**src/inc/ssar_pkg.sv**
```systemverilog
/*
  Constants, types and register limits and defaults for the speed search and
  auto-restart controller. Assumes a 50 MHz system clock and a register
  port with 16-bit data and byte addresses in steps of four.
*/
// Contract
// - Search mask bits: accel, fault, power-fail, power-on
// - Search current limit 80..200 percent, default 100
// - PI gains: P 0..9999 (100), I 0..3333 (1000)
// - Output function 15 flags active search
// - Power loss raises undervoltage trip, holds output
// - Power back: resume saved frequency, ramp voltage
// - Over current limit: stop voltage, lower frequency
// - Under limit again: raise voltage, stop lowering
// - Nominal reached: end search, accelerate to goal
// - Retry count 0..10 (0), delay 0..60 s (1.0)
// - After trip wait delay, retry, decrement count
// - Count exhausted: no automatic restart
// - Terminal or key reset reloads retry count
// - No trip for 30 s restores retry count
// - Undervoltage or emergency halt inhibits auto restart
// - Delay expiry restarts through speed search
// - Energy saving trims voltage 0..30 percent
// - Vector mode magnetizes with no-load current first
// - Reset loads motor defaults per rating
// - Control mode 3 selects sensorless vector
package ssar_pkg;

  localparam int DW = 16;
  localparam int AW = 8;

  typedef logic [DW-1:0] ssar_word_t;

  typedef struct packed {
    logic [AW-1:0] addr;
    logic [DW-1:0] wdata;
    logic wr;
    logic rd;
  } ssar_bus_req_t;

  typedef struct packed {
    logic [DW-1:0] freq;
    logic [DW-1:0] volt;
    logic [DW-1:0] magCur;
  } ssar_drive_t;

  // Slip 0.1 Hz, current 0.1 A, no-load 0.01 A, resistance mOhm, inductance 0.01 mH
  typedef struct packed {
    logic [DW-1:0] slip;
    logic [DW-1:0] cur;
    logic [DW-1:0] noLoad;
    logic [DW-1:0] rs;
    logic [DW-1:0] ls;
  } ssar_motor_t;

  typedef enum logic [2:0] {ST_IDLE, ST_MAG, ST_SEARCH, ST_RUN, ST_RWAIT, ST_TRIP} ssar_state_t;

  localparam logic [AW-1:0] OFS_SEARCH_CFG = 8'h00;
  localparam logic [AW-1:0] OFS_CUR_LIMIT = 8'h04;
  localparam logic [AW-1:0] OFS_PROP_GAIN = 8'h08;
  localparam logic [AW-1:0] OFS_INT_GAIN = 8'h0c;
  localparam logic [AW-1:0] OFS_RETRY_CNT = 8'h10;
  localparam logic [AW-1:0] OFS_RETRY_DLY = 8'h14;
  localparam logic [AW-1:0] OFS_SAVING = 8'h18;
  localparam logic [AW-1:0] OFS_MAG_TIME = 8'h1c;
  localparam logic [AW-1:0] OFS_RATING = 8'h20;
  localparam logic [AW-1:0] OFS_SLIP = 8'h24;
  localparam logic [AW-1:0] OFS_RATED_CUR = 8'h28;
  localparam logic [AW-1:0] OFS_NOLOAD_CUR = 8'h2c;
  localparam logic [AW-1:0] OFS_STATOR_R = 8'h30;
  localparam logic [AW-1:0] OFS_LEAK_L = 8'h34;
  localparam logic [AW-1:0] OFS_COMMAND = 8'h38;
  localparam logic [AW-1:0] OFS_STATUS = 8'h3c;
  localparam logic [AW-1:0] OFS_OUT_FUNC = 8'h40;

  localparam int SS_ACCEL = 0;
  localparam int SS_FAULT = 1;
  localparam int SS_POWER = 2;
  localparam int SS_POWERON = 3;
  localparam int CMD_START = 0;
  localparam int CMD_RESET = 1;
  localparam int CMD_ACCEL = 2;
  localparam int CMD_STOP = 3;

  localparam ssar_word_t CUR_LIMIT_MIN = 16'h0050;
  localparam ssar_word_t CUR_LIMIT_MAX = 16'h00c8;
  localparam ssar_word_t CUR_LIMIT_RST = 16'h0064;
  localparam ssar_word_t PROP_GAIN_MAX = 16'h270f;
  localparam ssar_word_t PROP_GAIN_RST = 16'h0064;
  localparam ssar_word_t INT_GAIN_MAX = 16'h0d05;
  localparam ssar_word_t INT_GAIN_RST = 16'h03e8;
  localparam ssar_word_t RETRY_CNT_MAX = 16'h000a;
  localparam ssar_word_t RETRY_CNT_RST = 16'h0000;
  localparam ssar_word_t RETRY_DLY_MAX = 16'h0258;
  localparam ssar_word_t RETRY_DLY_RST = 16'h000a;
  localparam ssar_word_t SAVING_MAX = 16'h001e;
  localparam ssar_word_t SAVING_RST = 16'h0000;
  localparam ssar_word_t MAG_TIME_MAX = 16'h0258;
  localparam ssar_word_t MAG_TIME_RST = 16'h000a;
  localparam ssar_word_t RATING_MAX = 16'h0004;
  localparam ssar_word_t RATING_RST = 16'h0000;
  localparam ssar_word_t MODE_MAX = 16'h0003;
  localparam logic [1:0] MODE_VECTOR = 2'h3;
  localparam logic [4:0] FUNC_SEARCH = 5'h0f;
  localparam logic [4:0] OUT_FUNC_RST = 5'h0c;
  localparam logic [4:0] RELAY_FUNC_RST = 5'h11;
  localparam logic [16:0] PCT_FULL = 17'h00064;
  localparam ssar_word_t FREQ_STEP = 16'h0001;
  localparam int PI_SHIFT = 8;

  localparam int CLK_HZ = 50_000_000;
  localparam int TICK_TIME_MS = 1;
  localparam int TICK_CYCLES = CLK_HZ / 1000 * TICK_TIME_MS;
  localparam int TENTH_TIME_MS = 100;
  localparam logic [6:0] MS_PER_TENTH = 7'(TENTH_TIME_MS / TICK_TIME_MS);
  localparam int RESTORE_TIME_S = 30;
  localparam logic [8:0] RESTORE_TENTHS = 9'(RESTORE_TIME_S * 10);

endpackage : ssar_pkg

```
**src/ssar_ctrl.sv**
```systemverilog
/*
  Speed search, auto-restart and motor parameter control of a drive.
  Assumes feedback inputs synchronous to clk, current in 0.1 A, frequency
  in 0.01 Hz, and a register master that never waits.
*/
// Implementation choices: the placing of the registers and the plain strobed port.
`timescale 1ns/10ps
module ssar_ctrl
  import ssar_pkg::*;
#(
  parameter int unsigned TICK_CYC = TICK_CYCLES
) (
  // Clock, reset, enable
  input wire logic clk,
  input wire logic arst_n,
  input wire logic ce,
  // Register port
  input wire ssar_bus_req_t busReq,
  output ssar_word_t rdData,
  // Drive feedback and terminals
  input wire logic [DW-1:0] outCurrent,
  input wire logic [DW-1:0] targetFreq,
  input wire logic [DW-1:0] maxVolt,
  input wire logic powerLoss,
  input wire logic faultTrip,
  input wire logic emergencyHalt,
  input wire logic resetTerminal,
  // Drive and signal outputs
  output ssar_drive_t drive,
  output logic programmableOutput,
  output logic programmableRelay,
  output logic undervoltageTrip,
  output logic magnetizing
);

  logic [1:0] rstSync_ff;
  logic rst_n;
  logic [31:0] msCnt_ff;
  logic msTick_ff;
  logic [6:0] tenthCnt_ff;
  logic tenthTick_ff;
  logic [3:0] searchMask_ff;
  logic [1:0] ctrlMode_ff;
  ssar_word_t curLimit_ff, propGain_ff, intGain_ff, retryCfg_ff, retryDelay_ff;
  ssar_word_t saving_ff, magTime_ff, rating_ff;
  ssar_motor_t motor_ff;
  logic [4:0] outFunc_ff, relayFunc_ff;
  ssar_state_t state_ff;
  ssar_word_t freq_ff, volt_ff, savedFreq_ff, goalFreq_ff, timer_ff;
  logic signed [23:0] integ_ff;
  logic uvTrip_ff;
  logic [3:0] remaining_ff;
  logic inhibit_ff;
  logic restoreActive_ff;
  logic [8:0] restoreCnt_ff;
  logic restoreDone_ff;
  logic resetTermPrev_ff;
  ssar_word_t rdData_ff;
  ssar_drive_t drive_ff;
  logic progOut_ff, progRelay_ff, magnetizing_ff;

  logic cmdWr, startCmd, stopCmd, accelCmd, resetEv;
  logic busy, emgEv, lossEv, faultEv, attemptEv;
  logic [31:0] limitProd;
  ssar_word_t limitCur, vTarget;
  logic overLimit;
  logic signed [16:0] piErr;
  logic signed [47:0] piSum;
  ssar_word_t piStep;
  logic [16:0] voltSum;
  logic [31:0] saveProd;

  function automatic ssar_word_t clampW(input ssar_word_t v, input ssar_word_t lo,
                                        input ssar_word_t hi);
    clampW = (v < lo) ? lo : ((v > hi) ? hi : v);
  endfunction : clampW

  function automatic ssar_motor_t motorDefaults(input ssar_word_t r);
    case (r)
      16'h0001: motorDefaults = '{16'd18, 16'd11, 16'd300, 16'd6700, 16'd6158};
      16'h0002: motorDefaults = '{16'd35, 16'd21, 16'd233, 16'd2460, 16'd2814};
      16'h0003: motorDefaults = '{16'd65, 16'd35, 16'd233, 16'd1130, 16'd1475};
      16'h0004: motorDefaults = '{16'd88, 16'd44, 16'd200, 16'd869, 16'd1131};
      default: motorDefaults = '{16'd9, 16'd5, 16'd300, 16'd14000, 16'd12200};
    endcase
  endfunction : motorDefaults

  always_ff @(posedge clk or negedge arst_n) begin
    if (!arst_n) begin
      rstSync_ff <= 2'b00;
    end else begin
      rstSync_ff <= {rstSync_ff[0], 1'b1};
    end
  end
  assign rst_n = rstSync_ff[1];

  // Millisecond control tick and tenth-second timing tick
  always_ff @(posedge clk or negedge rst_n) begin
    if (!rst_n) begin
      msCnt_ff <= 32'h0;
      msTick_ff <= 1'b0;
      tenthCnt_ff <= 7'h0;
      tenthTick_ff <= 1'b0;
    end else if (ce) begin
      msTick_ff <= (msCnt_ff == TICK_CYC - 1);
      msCnt_ff <= (msCnt_ff == TICK_CYC - 1) ? 32'h0 : msCnt_ff + 32'h1;
      tenthTick_ff <= msTick_ff && (tenthCnt_ff == MS_PER_TENTH - 7'h1);
      if (msTick_ff) begin
        tenthCnt_ff <= (tenthCnt_ff == MS_PER_TENTH - 7'h1) ? 7'h0 : tenthCnt_ff + 7'h1;
      end
    end
  end

  assign cmdWr = busReq.wr && (busReq.addr == OFS_COMMAND);
  assign startCmd = cmdWr && busReq.wdata[CMD_START];
  assign stopCmd = cmdWr && busReq.wdata[CMD_STOP];
  assign accelCmd = cmdWr && busReq.wdata[CMD_ACCEL];
  assign resetEv = (cmdWr && busReq.wdata[CMD_RESET]) || (resetTerminal && !resetTermPrev_ff);
  assign busy = (state_ff == ST_MAG) || (state_ff == ST_SEARCH) || (state_ff == ST_RUN);
  assign emgEv = emergencyHalt && (busy || state_ff == ST_RWAIT);
  assign lossEv = powerLoss && !emgEv && (busy || state_ff == ST_RWAIT);
  assign faultEv = faultTrip && busy && !emgEv && !lossEv;
  assign attemptEv = (state_ff == ST_RWAIT) && (timer_ff == 16'h0) && !emgEv && !lossEv &&
                     !resetEv;

  // Search current limit as a share of rated current
  assign limitProd = 32'(motor_ff.cur * curLimit_ff);
  assign limitCur = 16'(limitProd / 32'(PCT_FULL));
  assign overLimit = outCurrent > limitCur;
  assign saveProd = 32'(maxVolt * (PCT_FULL[15:0] - saving_ff));
  assign vTarget = 16'(saveProd / 32'(PCT_FULL));
  assign piErr = $signed({1'b0, limitCur}) - $signed({1'b0, outCurrent});
  assign piSum = 48'($signed({1'b0, propGain_ff}) * piErr) +
                 48'($signed({1'b0, intGain_ff}) * integ_ff);
  assign piStep = (piSum <= 48'sh0) ? 16'h1 :
                  ((piSum >>> PI_SHIFT) > 48'sh7fff) ? 16'h7fff : 16'(piSum >>> PI_SHIFT);
  assign voltSum = {1'b0, volt_ff} + {1'b0, piStep};

  // Settings, each held inside its legal range
  always_ff @(posedge clk or negedge rst_n) begin
    if (!rst_n) begin
      searchMask_ff <= 4'h0;
      ctrlMode_ff <= 2'h0;
      curLimit_ff <= CUR_LIMIT_RST;
      propGain_ff <= PROP_GAIN_RST;
      intGain_ff <= INT_GAIN_RST;
      retryCfg_ff <= RETRY_CNT_RST;
      retryDelay_ff <= RETRY_DLY_RST;
      saving_ff <= SAVING_RST;
      magTime_ff <= MAG_TIME_RST;
      rating_ff <= RATING_RST;
      motor_ff <= motorDefaults(RATING_RST);
      outFunc_ff <= OUT_FUNC_RST;
      relayFunc_ff <= RELAY_FUNC_RST;
    end else if (ce && busReq.wr) begin
      case (busReq.addr)
        OFS_SEARCH_CFG: begin
          searchMask_ff <= busReq.wdata[3:0];
          ctrlMode_ff <= 2'(clampW({6'h0, busReq.wdata[13:4]}, 16'h0, MODE_MAX));
        end
        OFS_CUR_LIMIT: curLimit_ff <= clampW(busReq.wdata, CUR_LIMIT_MIN, CUR_LIMIT_MAX);
        OFS_PROP_GAIN: propGain_ff <= clampW(busReq.wdata, 16'h0, PROP_GAIN_MAX);
        OFS_INT_GAIN: intGain_ff <= clampW(busReq.wdata, 16'h0, INT_GAIN_MAX);
        OFS_RETRY_CNT: retryCfg_ff <= clampW(busReq.wdata, 16'h0, RETRY_CNT_MAX);
        OFS_RETRY_DLY: retryDelay_ff <= clampW(busReq.wdata, 16'h0, RETRY_DLY_MAX);
        OFS_SAVING: saving_ff <= clampW(busReq.wdata, 16'h0, SAVING_MAX);
        OFS_MAG_TIME: magTime_ff <= clampW(busReq.wdata, 16'h0, MAG_TIME_MAX);
        OFS_RATING: begin
          rating_ff <= clampW(busReq.wdata, 16'h0, RATING_MAX);
          motor_ff <= motorDefaults(clampW(busReq.wdata, 16'h0, RATING_MAX));
        end
        OFS_SLIP: motor_ff.slip <= busReq.wdata;
        OFS_RATED_CUR: motor_ff.cur <= busReq.wdata;
        OFS_NOLOAD_CUR: motor_ff.noLoad <= busReq.wdata;
        OFS_STATOR_R: motor_ff.rs <= busReq.wdata;
        OFS_LEAK_L: motor_ff.ls <= busReq.wdata;
        OFS_OUT_FUNC: begin
          outFunc_ff <= busReq.wdata[4:0];
          relayFunc_ff <= busReq.wdata[12:8];
        end
        default: ;
      endcase
    end
  end

  // Drive sequence: magnetize, search, run, trip and restart wait
  always_ff @(posedge clk or negedge rst_n) begin
    if (!rst_n) begin
      state_ff <= ST_IDLE;
      freq_ff <= 16'h0;
      volt_ff <= 16'h0;
      savedFreq_ff <= 16'h0;
      goalFreq_ff <= 16'h0;
      timer_ff <= 16'h0;
      integ_ff <= 24'sh0;
      uvTrip_ff <= 1'b0;
    end else if (ce) begin
      if (emgEv || lossEv) begin
        state_ff <= ST_TRIP;
        savedFreq_ff <= (state_ff == ST_RWAIT) ? savedFreq_ff : freq_ff;
        freq_ff <= 16'h0;
        volt_ff <= 16'h0;
        uvTrip_ff <= lossEv;
      end else if (faultEv) begin
        savedFreq_ff <= freq_ff;
        freq_ff <= 16'h0;
        volt_ff <= 16'h0;
        timer_ff <= retryDelay_ff;
        state_ff <= (remaining_ff != 4'h0 && !inhibit_ff) ? ST_RWAIT : ST_TRIP;
      end else if (stopCmd && busy) begin
        state_ff <= ST_IDLE;
        freq_ff <= 16'h0;
        volt_ff <= 16'h0;
      end else begin
        unique case (state_ff)
          ST_IDLE: begin
            if (startCmd) begin
              goalFreq_ff <= targetFreq;
              timer_ff <= (ctrlMode_ff == MODE_VECTOR) ? magTime_ff : 16'h0;
              state_ff <= ST_MAG;
            end
          end
          ST_MAG: begin
            if (timer_ff == 16'h0) begin
              integ_ff <= 24'sh0;
              if (searchMask_ff[SS_POWERON]) begin
                freq_ff <= goalFreq_ff;
                volt_ff <= 16'h0;
                state_ff <= ST_SEARCH;
              end else begin
                freq_ff <= 16'h0;
                state_ff <= ST_RUN;
              end
            end else if (tenthTick_ff) begin
              timer_ff <= timer_ff - 16'h1;
            end
          end
          ST_SEARCH: begin
            if (msTick_ff) begin
              integ_ff <= integ_ff + 24'(piErr);
              if (overLimit) begin
                freq_ff <= (freq_ff > FREQ_STEP) ? freq_ff - FREQ_STEP : 16'h0;
              end else if (voltSum >= {1'b0, vTarget}) begin
                volt_ff <= vTarget;
                state_ff <= ST_RUN;
              end else begin
                volt_ff <= voltSum[15:0];
              end
            end
          end
          ST_RUN: begin
            if (accelCmd) begin
              goalFreq_ff <= targetFreq;
              if (searchMask_ff[SS_ACCEL]) begin
                volt_ff <= 16'h0;
                integ_ff <= 24'sh0;
                state_ff <= ST_SEARCH;
              end
            end else if (msTick_ff) begin
              volt_ff <= vTarget;
              if (freq_ff < goalFreq_ff) begin
                freq_ff <= freq_ff + FREQ_STEP;
              end else if (freq_ff > goalFreq_ff) begin
                freq_ff <= freq_ff - FREQ_STEP;
              end
            end
          end
          ST_RWAIT: begin
            if (resetEv) begin
              state_ff <= searchMask_ff[SS_FAULT] ? ST_SEARCH : ST_IDLE;
              goalFreq_ff <= savedFreq_ff;
              freq_ff <= searchMask_ff[SS_FAULT] ? savedFreq_ff : 16'h0;
              integ_ff <= 24'sh0;
            end else if (attemptEv) begin
              freq_ff <= savedFreq_ff;
              goalFreq_ff <= savedFreq_ff;
              volt_ff <= 16'h0;
              integ_ff <= 24'sh0;
              state_ff <= ST_SEARCH;
            end else if (tenthTick_ff) begin
              timer_ff <= timer_ff - 16'h1;
            end
          end
          ST_TRIP: begin
            if (resetEv && !powerLoss) begin
              uvTrip_ff <= 1'b0;
              integ_ff <= 24'sh0;
              goalFreq_ff <= savedFreq_ff;
              freq_ff <= searchMask_ff[SS_FAULT] ? savedFreq_ff : 16'h0;
              state_ff <= searchMask_ff[SS_FAULT] ? ST_SEARCH : ST_IDLE;
            end else if (uvTrip_ff && !powerLoss) begin
              uvTrip_ff <= 1'b0;
              if (searchMask_ff[SS_POWER]) begin
                freq_ff <= savedFreq_ff;
                goalFreq_ff <= savedFreq_ff;
                volt_ff <= 16'h0;
                integ_ff <= 24'sh0;
                state_ff <= ST_SEARCH;
              end
            end
          end
        endcase
      end
    end
  end

  // Remaining restart attempts
  always_ff @(posedge clk or negedge rst_n) begin
    if (!rst_n) begin
      remaining_ff <= RETRY_CNT_RST[3:0];
      resetTermPrev_ff <= 1'b0;
    end else if (ce) begin
      resetTermPrev_ff <= resetTerminal;
      if (resetEv) begin
        remaining_ff <= retryCfg_ff[3:0];
      end else if (attemptEv) begin
        remaining_ff <= remaining_ff - 4'h1;
      end else if (restoreDone_ff) begin
        remaining_ff <= retryCfg_ff[3:0];
      end
    end
  end

  // Halt by undervoltage or emergency blocks retries until a reset; the set wins
  always_ff @(posedge clk or negedge rst_n) begin
    if (!rst_n) begin
      inhibit_ff <= 1'b0;
    end else if (ce) begin
      if (emgEv || lossEv) begin
        inhibit_ff <= 1'b1;
      end else if (resetEv) begin
        inhibit_ff <= 1'b0;
      end
    end
  end

  // Trip-free window after a restart; any new halt cancels it
  always_ff @(posedge clk or negedge rst_n) begin
    if (!rst_n) begin
      restoreActive_ff <= 1'b0;
      restoreCnt_ff <= 9'h0;
      restoreDone_ff <= 1'b0;
    end else if (ce) begin
      restoreDone_ff <= 1'b0;
      if (faultEv || emgEv || lossEv) begin
        restoreActive_ff <= 1'b0;
      end else if (attemptEv) begin
        restoreActive_ff <= 1'b1;
        restoreCnt_ff <= RESTORE_TENTHS;
      end else if (restoreActive_ff && tenthTick_ff) begin
        restoreCnt_ff <= restoreCnt_ff - 9'h1;
        if (restoreCnt_ff == 9'h1) begin
          restoreActive_ff <= 1'b0;
          restoreDone_ff <= 1'b1;
        end
      end
    end
  end

  // Registered outputs
  always_ff @(posedge clk or negedge rst_n) begin
    if (!rst_n) begin
      drive_ff <= '0;
      progOut_ff <= 1'b0;
      progRelay_ff <= 1'b0;
      magnetizing_ff <= 1'b0;
    end else if (ce) begin
      magnetizing_ff <= (state_ff == ST_MAG) && (ctrlMode_ff == MODE_VECTOR);
      drive_ff.freq <= freq_ff;
      drive_ff.volt <= volt_ff;
      drive_ff.magCur <= (state_ff == ST_MAG && ctrlMode_ff == MODE_VECTOR) ?
                         motor_ff.noLoad : 16'h0;
      progOut_ff <= (outFunc_ff == FUNC_SEARCH) && (state_ff == ST_SEARCH);
      progRelay_ff <= (relayFunc_ff == FUNC_SEARCH) && (state_ff == ST_SEARCH);
    end
  end

  // Read data stands one cycle, zero otherwise and for unmapped addresses
  always_ff @(posedge clk or negedge rst_n) begin
    if (!rst_n) begin
      rdData_ff <= 16'h0;
    end else if (ce) begin
      rdData_ff <= 16'h0;
      if (busReq.rd) begin
        case (busReq.addr)
          OFS_SEARCH_CFG: rdData_ff <= {2'h0, 8'h0, ctrlMode_ff, searchMask_ff};
          OFS_CUR_LIMIT: rdData_ff <= curLimit_ff;
          OFS_PROP_GAIN: rdData_ff <= propGain_ff;
          OFS_INT_GAIN: rdData_ff <= intGain_ff;
          OFS_RETRY_CNT: rdData_ff <= retryCfg_ff;
          OFS_RETRY_DLY: rdData_ff <= retryDelay_ff;
          OFS_SAVING: rdData_ff <= saving_ff;
          OFS_MAG_TIME: rdData_ff <= magTime_ff;
          OFS_RATING: rdData_ff <= rating_ff;
          OFS_SLIP: rdData_ff <= motor_ff.slip;
          OFS_RATED_CUR: rdData_ff <= motor_ff.cur;
          OFS_NOLOAD_CUR: rdData_ff <= motor_ff.noLoad;
          OFS_STATOR_R: rdData_ff <= motor_ff.rs;
          OFS_LEAK_L: rdData_ff <= motor_ff.ls;
          OFS_STATUS: rdData_ff <= {4'h0, remaining_ff, 1'b0, restoreActive_ff, inhibit_ff,
                                    uvTrip_ff, 1'b0, state_ff};
          OFS_OUT_FUNC: rdData_ff <= {3'h0, relayFunc_ff, 3'h0, outFunc_ff};
          default: rdData_ff <= 16'h0;
        endcase
      end
    end
  end

  assign rdData = rdData_ff;
  assign drive = drive_ff;
  assign programmableOutput = progOut_ff;
  assign programmableRelay = progRelay_ff;
  assign undervoltageTrip = uvTrip_ff;
  assign magnetizing = magnetizing_ff;

endmodule : ssar_ctrl

```
**config.mk**
```make
export PLATFORM = sky130hd
export DESIGN_NAME = ssar_ctrl
export DESIGN_NICKNAME = d
export VERILOG_FILES = /design/src/inc/ssar_pkg.sv /design/src/ssar_ctrl.sv
export SDC_FILE = /design/constraint.sdc
export NUM_CORES = 2
export LEC_CHECK = 0
export BUFFER_PORTS_ARGS = -buffer_cell sky130_fd_sc_hd__buf_2
export CAP_MARGIN = 20
export CORE_ASPECT_RATIO = 0.75
export CORE_MARGIN = 5
export CORE_UTILIZATION = 50
export CTS_CLUSTER_SIZE = 12
export DETAILED_ROUTE_END_ITERATION = 8
export GPL_TIMING_DRIVEN = 0
export HOLD_SLACK_MARGIN = 0.03
export PLACE_DENSITY = 0.66
export SLEW_MARGIN = 30
export SYNTH_ARGS = -nofsm -noshare
export SYNTH_HDL_FRONTEND = slang
export SYNTH_SLANG_ARGS = --single-unit
```
**constraint.sdc**
```tcl
create_clock -name clk -period 13.46 [get_ports clk]
set_input_delay 1.346 -clock clk [delete_from_list [all_inputs] [get_ports clk]]
set_output_delay 1.346 -clock clk [all_outputs]
set_load 0.1 [all_outputs]
```
==> Word-level counts from Yosys, hierarchy flattened <==
Cells that the tools add are included.
{ "totals": {"in_bits": 81, "ff_bits": 459, "out_inout_bits": 68, "elab_cells": 370} }
{ "op_classes": {"add_sub_neg": 12, "n_eq_ne": 69, "div": 2, "n_bitwise": 4, "mul": 4, "reduce_logical": 88, "n_lt_le_gt_ge": 17, "mux": 131} }
{ "ops": {"columns": ["operator", "count"], "rows": [
  ["16-bit two-way mux", 67],
  ["71-bit one-hot mux with 4 select lines", 1],
  ["16-bit one-hot mux with 16 select lines", 1],
  ["24-bit two-way mux", 9],
  ["16-bit one-hot mux with 2 select lines", 5],
  ["16-bit one-hot mux with 5 select lines", 2],
  ["24-bit one-hot mux with 5 select lines", 1],
  ["32-bit by 7-bit divider with 32-bit output, second input constant", 2],
  ["8-bit by 6-bit equality test with 1-bit output, second input constant", 8],
  ["16-bit one-hot mux with 4 select lines", 1],
  ["16-bit one-hot mux with 3 select lines", 1],
  ["3-bit two-way mux", 15],
  ["34-bit by 41-bit adder with 42-bit output", 1],
  ["42-bit by 1-bit <= comparator with 1-bit output, second input constant", 1],
  ["17-bit by 24-bit multiplier with 41-bit output", 1],
  ["5-bit by 3-bit inequality test with 1-bit output, second input constant", 8],
  ["2-bit AND reduction", 18],
  ["34-bit by 16-bit > comparator with 1-bit output, second input constant", 1],
  ["17-bit by 17-bit multiplier with 34-bit output", 1],
  ["32-bit by 1-bit adder with 32-bit output, second input constant", 1],
  ["16-bit by 2-bit equality test with 1-bit output, second input constant", 2],
  ["32-bit by 16-bit equality test with 1-bit output, second input constant", 1],
  ["8-bit by 5-bit equality test with 1-bit output, second input constant", 4],
  ["16-bit > comparator", 2],
  ["72 further kinds", 173]
]} }

==> Depth between registers and ports, before layout <==
{ "depth": {"depth_word": 17, "ltp_mapped": 189, "mapped_depth_nobuf": 176} }

==> Worst setup path before layout <==
OpenSTA, ideal clock, no wires.
{ "synth_timing": {"path_kind": "register to register", "start": "reg curLimit_ff[2]", "end": "reg volt_ff[10]", "setup_ns": 0.121, "n_path_buf": 10, "stages_incl_launch_ff": 179, "setup_slack_ns": -24.251, "required_time_ns": 13.339, "synth_period_minus_slack_ns": 37.711, "arrival_time_ns": 37.590, "cell_sequence": "dfstp_2 clkbuf_1 clkbuf_1 nand2_1 fa_1 inv_1 fa_1 inv_1 fa_1 inv_1 fa_1 fa_1 inv_1 fa_1 inv_1 ha_1 buf_6 a21oi_2 [... 143 more ...] a21oi_1 o21bai_1 a21oi_1 o21bai_1 a21oi_1 o21bai_1 a21oi_1 xor2_1 inv_1 ha_1 nand4_1 nor4_1 a2111oi_0 o211ai_1 a21oi_1 clkbuf_1 o22ai_1 a22o_1"} }
{ "synth_via": {"elab_chain_len": 17, "elab_cells_between_ends": 21, "cone_classes": "add/sub (3); mul (2); div (1); order compare (4); eq/ne (1); mux (9); reduce/logical (1)"} }
{ "synth_lines": {"columns": ["element", "line_no", "text"], "rows": [
  ["start, declared", "ssar_ctrl.sv:44", "ssar_word_t curLimit_ff, propGain_ff, intGain_ff, retryCfg_ff, retryDelay_ff;"],
  ["start signal, assigned", "ssar_ctrl.sv:161", "OFS_CUR_LIMIT: curLimit_ff <= clampW(busReq.wdata, CUR_LIMIT_MIN, CUR_LIMIT_MAX);"],
  ["16-bit by 16-bit multiplier with 32-bit output (*)", "ssar_ctrl.sv:127", "assign limitProd = 32'(motor_ff.cur * curLimit_ff);"],
  ["32-bit by 7-bit divider with 32-bit output (*)", "ssar_ctrl.sv:128", "assign limitCur = 16'(limitProd / 32'(PCT_FULL));"],
  ["16-bit by 16-bit subtractor with 17-bit output", "ssar_ctrl.sv:132", "assign piErr = $signed({1'b0, limitCur}) - $signed({1'b0, outCurrent});"],
  ["17-bit by 17-bit multiplier with 34-bit output", "ssar_ctrl.sv:133", "assign piSum = 48'($signed({1'b0, propGain_ff}) * piErr) +"],
  ["34-bit by 41-bit adder with 42-bit output", "ssar_ctrl.sv:133", null],
  ["34-bit by 16-bit > comparator with 1-bit output", "ssar_ctrl.sv:136", "((piSum >>> PI_SHIFT) > 48'sh7fff) ? 16'h7fff : 16'(piSum >>> PI_SHIFT);"],
  ["16-bit two-way mux", "ssar_ctrl.sv:136", null],
  ["16-bit two-way mux", "ssar_ctrl.sv:135", "assign piStep = (piSum <= 48'sh0) ? 16'h1 :"],
  ["16-bit by 16-bit adder with 17-bit output", "ssar_ctrl.sv:137", "assign voltSum = {1'b0, volt_ff} + {1'b0, piStep};"],
  ["17-bit by 16-bit >= comparator with 1-bit output", "ssar_ctrl.sv:243", "end else if (voltSum >= {1'b0, vTarget}) begin"],
  ["16-bit two-way mux", "ssar_ctrl.sv:243", null],
  ["16-bit two-way mux", "ssar_ctrl.sv:241", "if (overLimit) begin"],
  ["16-bit two-way mux", "ssar_ctrl.sv:239", "if (msTick_ff) begin"],
  ["16-bit one-hot mux with 5 select lines", "ssar_ctrl.sv:215", "unique case (state_ff)"],
  ["16-bit two-way mux", "ssar_ctrl.sv:210", "end else if (stopCmd && busy) begin"],
  ["16-bit two-way mux", "ssar_ctrl.sv:204", "end else if (faultEv) begin"],
  ["16-bit two-way mux", "ssar_ctrl.sv:198", "if (emgEv || lossEv) begin"],
  ["end signal, assigned", "ssar_ctrl.sv:244", "volt_ff <= vTarget;"],
  ["end signal, assigned", "ssar_ctrl.sv:247", "volt_ff <= voltSum[15:0];"],
  ["end signal, assigned", "ssar_ctrl.sv:260", "volt_ff <= vTarget;"],
  ["end, declared", "ssar_ctrl.sv:49", "ssar_word_t freq_ff, volt_ff, savedFreq_ff, goalFreq_ff, timer_ff;"]
]} }
Every way passes the cells marked *; elsewhere a longest branch is shown, timed or not. The select of a mux whose other input is x is not followed.
A chain may end at the register's enable or synchronous reset.

==> Worst setup path in the final report <==
{ "layout_timing": {"start": "reg curLimit_ff[2]", "end": "reg state_ff[0]"} }
{ "layout_via": {"elab_chain_len": 12, "elab_cells_between_ends": 15, "cone_classes": "add/sub (3); mul (2); div (1); order compare (4); eq/ne (2); mux (2); reduce/logical (1)"} }
{ "layout_lines": {"columns": ["element", "line_no", "text"], "rows": [
  ["16-bit by 16-bit multiplier with 32-bit output (*)", "ssar_ctrl.sv:127", null],
  ["32-bit by 7-bit divider with 32-bit output (*)", "ssar_ctrl.sv:128", null],
  ["16-bit by 16-bit subtractor with 17-bit output", "ssar_ctrl.sv:132", null],
  ["17-bit by 17-bit multiplier with 34-bit output", "ssar_ctrl.sv:133", null],
  ["34-bit by 41-bit adder with 42-bit output", "ssar_ctrl.sv:133", null],
  ["34-bit by 16-bit > comparator with 1-bit output", "ssar_ctrl.sv:136", null],
  ["16-bit two-way mux", "ssar_ctrl.sv:136", null],
  ["16-bit two-way mux", "ssar_ctrl.sv:135", null],
  ["16-bit by 16-bit adder with 17-bit output", "ssar_ctrl.sv:137", null],
  ["17-bit by 16-bit >= comparator with 1-bit output", "ssar_ctrl.sv:243", null],
  ["5-bit by 2-bit inequality test with 1-bit output (no line)", null, null],
  ["11-bit AND reduction (no line) (*)", null, null],
  ["end signal, assigned", "ssar_ctrl.sv:209", "state_ff <= (remaining_ff != 4'h0 && !inhibit_ff) ? ST_RWAIT : ST_TRIP;"],
  ["end signal, assigned", "ssar_ctrl.sv:270", "state_ff <= searchMask_ff[SS_FAULT] ? ST_SEARCH : ST_IDLE;"],
  ["end signal, assigned", "ssar_ctrl.sv:290", "state_ff <= searchMask_ff[SS_FAULT] ? ST_SEARCH : ST_IDLE;"],
  ["end, declared", "ssar_ctrl.sv:48", "ssar_state_t state_ff;"]
]} }
Every way passes the cells marked *; elsewhere a longest branch is shown, timed or not.

==> summary.md <==
| Metric | Value |
|---|---|
| Status | finished with violations |
| Failing checks | negative setup slack |
| Post-synth EDFFs | 0 |
| Worst path slowest cell | fa_1 |
| Worst-Margin Slew | 1.15 ns |
| Kind of end point of the critical path | flop |
| Yosys Warn Count | 0 |
| Clock latency on the worst-skew pair | 0.72 ns |
| Largest area contributor in the netlist | fa_1 |
| Site Rows | 126 |
| Max Cap Viol | 0 |
| Die width | 468 um |
| Io pins | 149 |
| Area after DPL | 83400 sq um |
| Drt pass-1 iters | 8 |
| Launch point of the worst reg-to-reg path | curLimit_ff[2] |
| Vias | 70.1k |
| Slowest stage delay, CP | 0.63 ns |
| Setup-failing EPs final | 59 |
| Clk buf depth | 3 |
| Final period util | 287% |
| Syn Std Cell Area | 78800 sq um |
| Die area | 166000 sq um |
| Startpoint types | flop |
| H-tree depth | 2 |
| Die Height | 354 um |
| Post-route ant nets | 0 |
| Setup TNS | -910.92 ns |
| Most used cell, CP | buf_4 |
| Yosys reg bits | 459 |
| Syn_nets | 10.5k |
| Slew HR | 23.3% |
| Post-DR wirelength/cell | 24.9 um |
| Largest cells by area after synthesis | fa_1 (27%), dfrtp_1 (13%), ha_1 (8.7%) |
| Sequential area share after synthesis | 14.6% |
| Post-Synthesis Cells | 8849 |
| Ratio of cells with drive above 1 in the final layout | 17.5% |
| Final Instance Area | 90700 sq um |
| Worst-path maximum fanout | 8 |
| Vias/cell | 6.04 |
| Worst Slack Setup Final | -25.17 ns |
| Arr. time, crit path | 39.14 ns |
| Total CTS buffers | 50 |
| Yosys top cell area share | 27.0% |
| Fin. max-slew vios | 0 |
| Area delta synth->final | 15.1% |
| Finished Core Util | 57.8% |
| Starting density of the core | 50.2% |
| Achievable Freq | 0.0259 GHz |
| Required time of the worst setup path | 13.96 ns |
| Vias in the first global route | 68.3k |
| Largest net degree at the start of global routing | 51 |
| Critical Path Source | curLimit_ff[2] |
| Yosys cell types | 192 |
| Gr usage total | 34.2% |
| # clock sinks | 459 |
| Final nets | 11.1k |
| Antenna violations before repair | 32 |
| Syn Area/Cell | 8.91 sq um |
| Final Hold Viols | 0 |
| DP Wirelength | 231000 um |
| Clock Skew | 0.113 ns |
| FF-to-FF setup slack | -25.17 ns |
| First-pass GRT wire length | 434000 um |
| CTS root buf | clkbuf_16 |
| Ys async rst share | 100% |
| DRT iter0 DRCs | 7656 |
| CTS tree | yes |
| Final routed DRC violation total | 0 |
| GR Overflow Total | 0 |
| Global placer's final weighted congestion | 1.01 |
| Main flop type after synthesis | dfrtp_1 |
| Clock-pin slew on the worst setup and hold paths | 0.07 ns |
| Final wirelength | 289000 um |
| Worst Hold Class | flop to async pin |
| Placeable Area | 157000 sq um |
| Port bufs | 143 |
| WS Path Type | flop to flop |
| RSZ-0062 raised after global routing | yes |
| Final Critical Period | 38.63 ns |
area by class of cell:
class / instances / area (sq um)
Multi-Input combinational cell: 6711 / 63500
Antenna cell: 27 / 67.6
Fill cell: 14000 / 66300
Clock inverter: 18 / 275
Sequential cell: 459 / 11600
Inverter: 1262 / 4750
Tap cell: 2112 / 2640
Clock buffer: 76 / 1370
Timing Repair Buffer: 527 / 4010
Buffer: 415 / 2530
kinds of logic (layout without fill, tap and decap cells):
family / count (synthesis) / in the layout / share of synthesized area [%]
xor gates and xnor gates: 346 / 346 / 4.17
other: 2 / 29 / 0.00953
muxes: 122 / 123 / 1.73
DFF: 459 / 459 / 14.6
AOI/OAI and AO/OA: 1804 / 1806 / 17.0
and+or+nand+nor: 2803 / 2803 / 17.8
adders and majority gates: 1631 / 1631 / 36.0
buffers and inverters: 1682 / 2298 / 8.66
placed cells by master, fill, tap and decap left out, drive strengths merged, types with 363 or more instances in the layout:
cell type  netlist  final
buf             73    626
nor2           400    400
fa            1063   1063
clkbuf         343    388
inv           1261   1264
ha             550    550
a21oi          363    363
dfrtp          416    416
nand2         1066   1066
and2           591    591
sequential cells by signal, summed over array words and instances (netlist names), 24 cells and up:
signal / flops
integ_ff: 24
drive: 48
msCnt_ff: 32
motor_ff: 80
cells in the mapped netlist (42+ instances only):
master    instances
a22o_1           90
a221oi_1         50
mux2_2           71
dfstp_2          43
o211ai_1         46
inv_1          1258
and2_1          572
nand2_1        1049
a21o_1           64
nor3_1          124
dfrtp_1         416
clkbuf_1        324
fa_1           1063
a211oi_1         47
a22oi_1          86
ha_1            550
xor2_1           96
o21bai_1         59
o31ai_1          52
a21oi_1         341
nor2_1          385
and3_1           45
nand3_1         162
nor2b_1          89
o21a_1           56
mux2i_1          42
a31oi_1          52
o21ai_0         309
or2_2            54
xnor2_1         221
layer usage:
metal | track usage, % | vias up | share of wire [%]
met5 | 0.0583 | - | 0.0076
met4 | 8.58 | 4 | 3.0
met3 | 12.6 | 466 | 13
met2 | 45.4 | 3736 | 39
met1 | 52.0 | 35200 | 44
li1 | - | 30700 | -
critical path, delay by kind of cell (launching register included):
kind                     cells  cell delay (ns)
buffers and inverters       41             4.52
XOR/XNOR                     3             0.58
adder cells (fa/ha/maj)     21             9.22
multiplexers                 4             1.03
flip-flops                   1             0.60
AO/OA/AOI/OAI               90            17.25
AND/OR/NAND/NOR             33             5.12
path summary, 6_finish.rpt:
kind	endpoint	depth (start not counted)
hold / removal	goalFreq_ff[13]	0
setup / recovery	state_ff[0]	192
max in group asynchronous	motor_ff[26]	7
setup reg to reg	state_ff[0]	192
min in group clk	rstSync_ff[1]	0
hold reg to reg	goalFreq_ff[13]	0
metrics by stage:
stage / cells / setup WS (ns) / hold WS [ns]
after floorplan: 8849 / -22.12 / 0.331
after global routing: 11600 / -26.63 / 0.181
after CTS: 11400 / -24.87 / 0.163
after detailed placement: 11100 / -29.19 / 0.227
final: 11600 / -25.17 / 0.135
after global placement: 11100 / -28.96 / 0.334
timing repair:
| action | CTS | global route |
|---|---|---|
| hold buffers | 0 | 0 |
| cloned | 5 | 0 |
| resized for setup | 284 | 279 |
| pin swaps | 162 | 207 |
| setup endpoints to repair | 59 | 59 |
| buffers inserted | 201 | 164 |
Power is left out: the tool's default activity adds up to more than one toggle a clock period on the data nets, which glitch-free logic cannot reach.
